[src/pkg/pir_pkg.sv]
/*
 * Constants, field positions and carrier structs for the transceiver
 * interrupt, error counter and coding sublayer register block.
 * Assumes one device clock and a synchronous active high reset.
 */
package pir_pkg;

    // Register offsets
    localparam logic [7:0] PIR_OFS_CTL = 8'hc4;
    localparam logic [7:0] PIR_OFS_STAT = 8'hc8;
    localparam logic [7:0] PIR_OFS_FC = 8'hd0;
    localparam logic [7:0] PIR_OFS_RE = 8'hd4;
    localparam logic [7:0] PIR_OFS_PCS = 8'hd8;

    // Reset values
    localparam logic [15:0] PIR_RST_CTL = 16'h0000;
    localparam logic [15:0] PIR_RST_STAT = 16'h0000;
    localparam logic [7:0] PIR_RST_CNT = 8'h00;
    localparam logic [15:0] PIR_RST_PCS = 16'h0100;

    // Field positions
    localparam int PIR_B_TEST = 0;
    localparam int PIR_B_EN = 1;
    localparam int PIR_B_PEND = 15;
    localparam int PIR_B_MASK_LO = 9;
    localparam int PIR_B_HALF = 7;
    localparam int PIR_B_BLK_BYP = 12;
    localparam int PIR_B_FREE_CLK = 11;
    localparam int PIR_B_TQ = 10;
    localparam int PIR_B_SD_FORCE = 9;
    localparam int PIR_B_SD_ALG = 8;
    localparam int PIR_B_FORCE100 = 5;
    localparam int PIR_B_NRZI = 2;

    // Counter ceiling
    localparam logic [7:0] PIR_CNT_MAX = 8'hff;

    // Register port request
    typedef struct packed {
        logic rd;
        logic wr;
        logic [7:0] addr;
        logic [15:0] wdata;
    } pir_req_s;

    // Transceiver events and receive status, one clock domain
    typedef struct packed {
        logic link_change;
        logic jabber;
        logic remote_fault;
        logic autoneg_done;
        logic false_carrier;
        logic rx_carrier;
        logic rx_symbol_err;
        logic rx_collision;
    } pir_evt_s;

    // Coding sublayer controls toward the datapath
    typedef struct packed {
        logic block_code_bypass;
        logic free_running_rx_clock;
        logic true_quiet_enable;
        logic signal_detect_force;
        logic signal_detect_algorithm_select;
        logic force_fast_link;
        logic nrzi_bypass;
    } pir_pcs_s;

endpackage

[src/logic/pir_regs.sv]
/*
 * Transceiver interrupt control/status, two saturating error counters
 * and the 100 Mb/s coding sublayer configuration register.
 * Assumes all event inputs come from logic on clk, and a simple
 * register port: one read or write request per cycle, answered next.
 */
`timescale 1ns/100ps
module pir_regs
    import pir_pkg::*;
(
    // Clock and reset
    input wire logic clk,
    input wire logic srst,
    // Register port
    input wire pir_req_s req,
    output logic [15:0] rdata,
    output logic rd_ack,
    // Transceiver side
    input wire pir_evt_s evt,
    input wire logic external_force_fast_link,
    input wire logic status_reg_read,
    // Results
    output pir_pcs_s pcs,
    output logic host_irq_status_transceiver_bit,
    output logic status_dup_irq_pending
);

    // Whole state of the block
    typedef struct packed {
        logic event_irq_enable;
        logic test_irq_force;
        logic irq_pending_flag;
        logic [5:0] mask;
        logic [7:0] fc_count;
        logic [7:0] rx_error_count;
        logic in_carrier;
        logic carrier_err;
        logic carrier_col;
        logic [15:0] pcs_cfg;
        logic force_eff;
        logic [15:0] rdata;
        logic ack;
    } pir_state_s;

    pir_state_s st_q;
    pir_state_s st_d;

    // Decodes and event terms
    logic rd_ctl, rd_stat, rd_fc, rd_re, rd_pcs;
    logic wr_ctl, wr_stat, wr_fc, wr_re, wr_pcs;
    logic carrier_end, re_count, fc_half, re_half;
    logic [5:0] evt_vec;
    logic evt_hit, test_hit;

    always_comb begin
        rd_ctl = req.rd && req.addr == PIR_OFS_CTL;
        rd_stat = req.rd && req.addr == PIR_OFS_STAT;
        rd_fc = req.rd && req.addr == PIR_OFS_FC;
        rd_re = req.rd && req.addr == PIR_OFS_RE;
        rd_pcs = req.rd && req.addr == PIR_OFS_PCS;
        wr_ctl = req.wr && req.addr == PIR_OFS_CTL;
        wr_stat = req.wr && req.addr == PIR_OFS_STAT;
        wr_fc = req.wr && req.addr == PIR_OFS_FC;
        wr_re = req.wr && req.addr == PIR_OFS_RE;
        wr_pcs = req.wr && req.addr == PIR_OFS_PCS;
    end

    // Next state
    always_comb begin
        st_d = st_q;

        // Control register: only two live bits, the rest dropped
        if (wr_ctl) begin
            st_d.event_irq_enable = req.wdata[PIR_B_EN];
            st_d.test_irq_force = req.wdata[PIR_B_TEST];
        end
        if (wr_stat) begin
            st_d.mask = req.wdata[PIR_B_PEND-1:PIR_B_MASK_LO];
        end

        // False carrier: write wins, then read clear, then count
        if (wr_fc) begin
            st_d.fc_count = req.wdata[7:0];
        end else begin
            if (rd_fc) begin
                st_d.fc_count = PIR_RST_CNT;
            end
            if (evt.false_carrier && st_q.fc_count != PIR_CNT_MAX) begin
                // Counts on top of a clear so the event is not lost, unless the old count sat at the ceiling
                st_d.fc_count = st_d.fc_count + 8'h01;
            end
        end

        // Carrier tracking: one error decision per carrier
        carrier_end = st_q.in_carrier && !evt.rx_carrier;
        re_count = carrier_end && st_q.carrier_err
            && !st_q.carrier_col;
        st_d.in_carrier = evt.rx_carrier;
        if (evt.rx_carrier) begin
            st_d.carrier_err = (st_q.in_carrier && st_q.carrier_err)
                || evt.rx_symbol_err;
            st_d.carrier_col = (st_q.in_carrier && st_q.carrier_col)
                || evt.rx_collision;
        end else begin
            st_d.carrier_err = 1'b0;
            st_d.carrier_col = 1'b0;
        end

        if (wr_re) begin
            st_d.rx_error_count = req.wdata[7:0];
        end else begin
            if (rd_re) begin
                st_d.rx_error_count = PIR_RST_CNT;
            end
            if (re_count && st_q.rx_error_count != PIR_CNT_MAX) begin
                st_d.rx_error_count = st_d.rx_error_count + 8'h01;
            end
        end

        // Half-full: bit 7 rising, once per transition
        fc_half = !st_q.fc_count[PIR_B_HALF]
            && st_d.fc_count[PIR_B_HALF];
        re_half = !st_q.rx_error_count[PIR_B_HALF]
            && st_d.rx_error_count[PIR_B_HALF];

        // Events against masks, order matches mask bits 14..9
        evt_vec = {evt.link_change, evt.jabber, evt.remote_fault,
            evt.autoneg_done, fc_half, re_half};
        evt_hit = st_q.event_irq_enable
            && |(evt_vec & ~st_q.mask);
        // Test path bypasses the enable on purpose
        test_hit = st_q.ack && st_q.test_irq_force;

        // Pending flag: the setting term beats a same-cycle read clear
        if (rd_stat || status_reg_read) begin
            st_d.irq_pending_flag = 1'b0;
        end
        if (evt_hit || test_hit) begin
            st_d.irq_pending_flag = 1'b1;
        end

        // Coding sublayer register, reserved bits held at zero
        if (wr_pcs) begin
            st_d.pcs_cfg = 16'h0000;
            st_d.pcs_cfg[PIR_B_BLK_BYP] = req.wdata[PIR_B_BLK_BYP];
            st_d.pcs_cfg[PIR_B_FREE_CLK] = req.wdata[PIR_B_FREE_CLK];
            st_d.pcs_cfg[PIR_B_TQ] = req.wdata[PIR_B_TQ];
            st_d.pcs_cfg[PIR_B_SD_FORCE] = req.wdata[PIR_B_SD_FORCE];
            st_d.pcs_cfg[PIR_B_SD_ALG] = req.wdata[PIR_B_SD_ALG];
            st_d.pcs_cfg[PIR_B_FORCE100] = req.wdata[PIR_B_FORCE100];
            st_d.pcs_cfg[PIR_B_NRZI] = req.wdata[PIR_B_NRZI];
        end
        st_d.force_eff = st_q.pcs_cfg[PIR_B_FORCE100]
            || external_force_fast_link;

        // Read data, captured from pre-update values
        st_d.ack = req.rd;
        st_d.rdata = 16'h0000;
        if (rd_ctl) begin
            st_d.rdata[PIR_B_EN] = st_q.event_irq_enable;
            st_d.rdata[PIR_B_TEST] = st_q.test_irq_force;
        end
        if (rd_stat) begin
            st_d.rdata[PIR_B_PEND] = st_q.irq_pending_flag;
            st_d.rdata[PIR_B_PEND-1:PIR_B_MASK_LO] = st_q.mask;
        end
        if (rd_fc) begin
            st_d.rdata[7:0] = st_q.fc_count;
        end
        if (rd_re) begin
            st_d.rdata[7:0] = st_q.rx_error_count;
        end
        if (rd_pcs) begin
            st_d.rdata = st_q.pcs_cfg;
        end
    end

    // State register
    always_ff @(posedge clk) begin
        if (srst) begin
            st_q <= '0;
            st_q.event_irq_enable <= PIR_RST_CTL[PIR_B_EN];
            st_q.test_irq_force <= PIR_RST_CTL[PIR_B_TEST];
            st_q.irq_pending_flag <= PIR_RST_STAT[PIR_B_PEND];
            st_q.mask <= PIR_RST_STAT[PIR_B_PEND-1:PIR_B_MASK_LO];
            st_q.fc_count <= PIR_RST_CNT;
            st_q.rx_error_count <= PIR_RST_CNT;
            st_q.pcs_cfg <= PIR_RST_PCS;
        end else begin
            st_q <= st_d;
        end
    end

    // Outputs, all from flops
    assign rdata = st_q.rdata;
    assign rd_ack = st_q.ack;
    assign host_irq_status_transceiver_bit = st_q.irq_pending_flag;
    assign status_dup_irq_pending = st_q.irq_pending_flag;
    assign pcs.block_code_bypass = st_q.pcs_cfg[PIR_B_BLK_BYP];
    assign pcs.free_running_rx_clock = st_q.pcs_cfg[PIR_B_FREE_CLK];
    assign pcs.true_quiet_enable = st_q.pcs_cfg[PIR_B_TQ];
    assign pcs.signal_detect_force = st_q.pcs_cfg[PIR_B_SD_FORCE];
    assign pcs.signal_detect_algorithm_select =
        st_q.pcs_cfg[PIR_B_SD_ALG];
    assign pcs.force_fast_link = st_q.force_eff;
    assign pcs.nrzi_bypass = st_q.pcs_cfg[PIR_B_NRZI];
endmodule // pir_regs

[config.mk]
export PLATFORM = sky130hd
export DESIGN_NAME = pir_regs
export DESIGN_NICKNAME = d
export VERILOG_FILES = /design/src/pkg/pir_pkg.sv /design/src/logic/pir_regs.sv
export SDC_FILE = /design/constraint.sdc
export NUM_CORES = 1
export LEC_CHECK = 0
export BUFFER_PORTS_ARGS = -buffer_cell sky130_fd_sc_hd__buf_2
export CORE_UTILIZATION = 55
export CTS_CLUSTER_DIAMETER = 50
export DETAILED_ROUTE_END_ITERATION = 16
export GPL_TIMING_DRIVEN = 0
export PLACE_DENSITY = 0.87
export SYNTH_ARGS = -nofsm -noshare
export SYNTH_HDL_FRONTEND = slang
export SYNTH_SLANG_ARGS = --single-unit
[constraint.sdc]
create_clock -name clk -period 4.3 [get_ports clk]
set_clock_uncertainty 0.15 [all_clocks]
set_input_delay 0.86 -clock clk [delete_from_list [all_inputs] [get_ports clk]]
set_output_delay 0.86 -clock clk [all_outputs]
set_load 0.005 [all_outputs]
Word-level counts from Yosys, hierarchy flattened. Cells that the tools add are included.

Add/sub/neg operators: 2. Equality and inequality tests: 7. Multiplexer cells: 15. Bitwise logic cells: 5. Reduce and logical (&&, ||, !) cells: 36.

Operator list (count): two-way mux 8 bit (10); == test 8 bit (second input constant) (5); logical AND 1 bit (21); adder 8 x 1 -> 8 bit (second input constant) (2); != test 8 bit (second input constant) (2); two-way mux 13 bit (1); bitwise AND 6 bit (1); NOT 6 bit (1); OR reduction 2 bit (3); OR reduction 6 bit (1); logical OR 1 bit (5); zero test 1 bit (4); two-way mux 4 bit (1); NOT 1 bit (3); OR reduction 3 bit (1); two-way mux 1 bit (2); two-way mux 2 bit (1); nonzero test 2 bit (1).

Register bits after elaboration: 53. Input bits: 38. Output and inout bits: 26. Word-level logic and storage cells: 81.

Longest topological paths before layout.
Depth in word-level cells: 13. Gate-level depth with buffers: 10. Mapped depth without buffers: 9.

Worst setup path before layout. Ideal clock, no wire load.

Kind: input port to flip-flop. Start: in req[22] (netlist bit). End: reg st_q[51] (netlist bit). Setup time: 101 ps. Arrival time: 2445 ps. Data required time: 4049 ps. Path slack: 1604 ps. Cell stages on the path: 10. Cell sequence: and4b_1 > buf_2 > nand3_2 > and2_4 > ha_1 > and2_1 > o21ai_1 > or3_1 > xor2_1 > o41ai_1.

Longest elaborated chain between the ends: 7. Elaborated cells on any way between the ends: 8. Those cells by class: 1 x add/sub; 1 x eq/ne; 4 x mux; 2 x reduce/logical.

RTL lines: from (decl) (RTL line pir_regs.sv:15) `input wire pir_req_s req,`; == test 8 bit (*) (RTL line pir_regs.sv:58, pir_regs.sv:63); logical AND 1 bit (RTL line pir_regs.sv:58) `rd_fc = req.rd && req.addr == PIR_OFS_FC;`; two-way mux 8 bit (RTL line pir_regs.sv:85) `if (rd_fc) begin`; two-way mux 8 bit (RTL line pir_regs.sv:82) `if (wr_fc) begin`; adder 8 x 1 -> 8 bit (RTL line pir_regs.sv:90) `st_d.fc_count = st_d.fc_count + 8'h01;`; two-way mux 8 bit (RTL line pir_regs.sv:88) `if (evt.false_carrier && st_q.fc_count != PIR_CNT_MAX) begin`; two-way mux 8 bit (*) (RTL line pir_regs.sv:82); to (signal assigned) (RTL line pir_regs.sv:190) `st_q <= st_d;`; to (decl) (RTL line pir_regs.sv:45) `pir_state_s st_q;`.

Every way passes the cells marked *; elsewhere a longest branch is shown, timed or not. The select of a mux whose other input is x is not followed. A chain may end at the register's enable or synchronous reset.

Worst setup path in the final report.
Start: in req[19] (netlist bit). End: reg st_q[51] (netlist bit).

The elaborated chain is that of the path after synthesis.

==> impl_results.md <==
* CP Max Fanout at 5
* Total track usage at 23.95%
* Post-Route Setup TNS at 0 ns
* Synth async-reset ratio at 0%
* Slowest CP cell: nor4_2
* Vias per cell at 5.600
* Netlist Area Pre-Place at 2636 um^2
* Root Driver: clkbuf_8
* Unique masters post-synth at 53
* Vias in the first global route at 2072
* Net count, final at 394
* Pre-antenna DRT Iters at 11
* GRT overflow at 0
* Final Hold Vio Count at 0
* Arrival @ worst endpoint at 2.75 ns
* CTS clk-pin slew, worst paths at 0.09 ns
* Initial antenna violation count at 0
* DR iter-0 viols at around 160
* Unrepaired setup endpoints after global routing: false
* WL final at around 5.8 mm
* CTS resizes at 0
* # IOs at 64
* Post-synthesis sequential area ratio at a little over 40%
* Syn_area_per_cell at 9.186 um^2
* Worst-skew pair later-pin latency at a little over 0.3 ns
* Headroom to the max-slew limit at 62.85%
* Tot Pwr at between 0.9 and 1 mW
* Final ANT Viol Nets at 0
* Post-CTS setup buffer count at 0
* H-tree levels at 2
* Main synth FF type: dfxtp_1
* Final min period at 2.687 ns
* Post-synth EDFFs at 0
* Largest net degree at the start of global routing at 17
* Tcrit/Tclk final at a little over three fifths
* Syn nets at about 330
* Setup violations, final at 0
* Cells along the critical path: buf_2 > nor4_2 > nand3_2 > and2_4 > ha_1 > and2_1 > o21ai_1 > or3_1 > xor2_1 > o41ai_1
* Global-route wire length before repair at roughly 9.4 mm
* Min Hold Slack at 0.3295 ns
* Peak VDD IR at 0.0001731 V
* DR WL/cell at 14.18 um
* Die area at 5074 um^2
* CP Launch Type: input port
* Max-slew violations at 0
* #FFs+latches synth at 53
* # hold bufs at CTS at 0
* Critical Path End Type: flip-flop
* Design area at 3122 um^2
* Failing checks: DRC
* WP data required at about 4.4 ns
* Layout area overhead at 18.41%
* Worst hold path class: reg -> reg
* Syn Inst Count at 287
* Via count at 2279
* Layout cells sized above 1 at 31.83%
* Initial Util at 58.92%
* TritonCTS clock tree: yes
* Die Wd at 71.24 um
* FMAX at around 370 MHz
* Height of the die at ~71 um
* Largest incremental delay on the critical path at between 0.4 and 0.5 ns
* Total CTS buffers at 5
* Placed Area at roughly 3000 um^2
* Core Area at 4474 um^2
* Critical setup path kind: in -> reg
* Final GP Congestion at 0.9682
* IO buf count at 60
* Clock Tree Buf Depth at 2
* Max-cap viol count at 0
* Least-Margin Pin Slew at 0.5573 ns
* Pwr dens at 292.1 nW/um^2
* Status: complete, but fails checks
* Leakage power total at 1.480 nW
* Clock Sink Count at 53
* Core Rows at 24
* Residual DRC at 6
* HPWL Detailed at 4.370 mm
* Fin util at approximately 70%
* N_diodes at 0
* Yosys warns at 0
==> registers in the layout (all words and copies together) (netlist names) <==
register,flops
host_irq_status_transceiver_bit,1
pcs,7
rd_ack,1
rdata,16
st_q,28
==> critical path, delay by kind of cell <==
| family | cells | cell delay [ns] |
|---|---|---|
| xor+xnor | 1 | 0.06 |
| simple gates | 5 | 1.17 |
| fa+ha+maj | 1 | 0.18 |
| buf+inv | 1 | 0.13 |
| compound gates | 2 | 0.34 |
==> where the power goes <==
| part | internal, mW | total (mW) | leakage, nW | switching, mW |
|---|---|---|---|---|
| registers | 0.495 | 0.500 | 0.428 | 0.00434 |
| clock network | 0.189 | 0.353 | 0.0574 | 0.163 |
| logic | 0.0269 | 0.0595 | 0.994 | 0.0327 |
==> per-stage QoR <==
step,setup slack (ns),cells
6_report,1.613,407
3_3_place_gp,1.364,399
3_5_place_dp,1.278,399
2_1_floorplan,1.604,287
5_1_grt,1.433,407
4_1_cts,1.601,407
==> worst paths after layout <==
kind | cells past startpoint | startpoint | endpoint | slack (ns)
worst min register to register | 2 | pcs[0] | rdata[2] | 0.33
worst max-delay path | 10 | req[19] | st_q[51] | 1.61
worst min-delay path | 2 | pcs[0] | rdata[2] | 0.33
worst max register to register | 7 | st_q[46] | st_q[51] | 2.35
==> cell type report <==
type | count | area, um^2
plain buffers | 37 | 239.0
repair buffers | 60 | 300.3
fillers | 353 | 1353
multi-input cells | 188 | 1303
flip-flops and latches | 53 | 1061
clock buffers | 6 | 82.58
inverters | 9 | 33.78
well taps | 52 | 65.06
clock inverters | 2 | 37.54
==> per-layer routing <==
layer / part of all wire (%) / global-route usage [%]
met2: 45 / 37.78
met4: 2.7 / 11.33
met3: 6.5 / 5.063
met5: 0 / 0
met1: 46 / 31.46
==> cells by family (layout without fill, tap and decap cells) <==
logic type	count (synthesis)	after routing	share of synthesized area, %
flip-flops	53	53	40.25
buffers and inverters	46	114	10.35
AND/OR/NAND/NOR	104	104	22.83
adder cells (fa/ha/maj)	2	2	0.9491
XOR/XNOR	9	9	2.990
AO/OA/AOI/OAI	57	57	16.56
multiplexers	16	16	6.075
==> layout by cell type, fill, tap and decap left out, types with 2 or more instances in the layout <==
cell and instances:
buf_2 65, dfxtp_1 53, nor2_1 40, buf_4 25, mux2i_1 16, nand3_1 13
a22oi_1 10, inv_1 9, and2_1 8, clkbuf_1 7, nand2_1 7, and3_1 6
a21oi_1 6, clkbuf_8 6, xor2_1 5, a211oi_1 5, nand4_1 5, o21ai_1 4
xnor2_1 4, o21ai_0 4, a22o_1 4, nor2b_1 3, nand3b_1 3, a32oi_1 3
nand3_2 2, nor4b_4 2, nor2b_2 2, nand2b_1 2, and4bb_2 2, and4_1 2
o211ai_1 2, o31ai_1 2, o22ai_1 2, nor3_1 2, o21bai_1 2, ha_1 2
==> synthesized netlist by cell type (2+ instances only) <==
| library cell | instances | area [um^2] |
|---|---|---|
| a211oi_1 | 5 | 37.54 |
| a21oi_1 | 6 | 30.03 |
| a22o_1 | 4 | 35.03 |
| a22oi_1 | 10 | 75.07 |
| a32oi_1 | 3 | 26.28 |
| and2_1 | 8 | 50.05 |
| and3_1 | 6 | 37.54 |
| and4_1 | 2 | 17.52 |
| and4bb_2 | 2 | 25.02 |
| buf_2 | 5 | 25.02 |
| buf_4 | 25 | 187.7 |
| clkbuf_1 | 7 | 26.28 |
| dfxtp_1 | 53 | 1061 |
| ha_1 | 2 | 25.02 |
| inv_1 | 9 | 33.78 |
| mux2i_1 | 16 | 160.2 |
| nand2_1 | 7 | 26.28 |
| nand2b_1 | 2 | 12.51 |
| nand3_1 | 13 | 65.06 |
| nand3_2 | 2 | 20.02 |
| nand3b_1 | 3 | 22.52 |
| nand4_1 | 5 | 31.28 |
| nor2_1 | 40 | 150.1 |
| nor2b_1 | 3 | 18.77 |
| nor2b_2 | 2 | 17.52 |
| nor3_1 | 2 | 10.01 |
| nor4b_4 | 2 | 47.55 |
| o211ai_1 | 2 | 15.01 |
| o21ai_0 | 4 | 20.02 |
| o21ai_1 | 4 | 20.02 |
| o21bai_1 | 2 | 15.01 |
| o22ai_1 | 2 | 12.51 |
| o31ai_1 | 2 | 15.01 |
| xnor2_1 | 4 | 35.03 |
| xor2_1 | 5 | 43.79 |
Power figures use the tool's default switching activity.
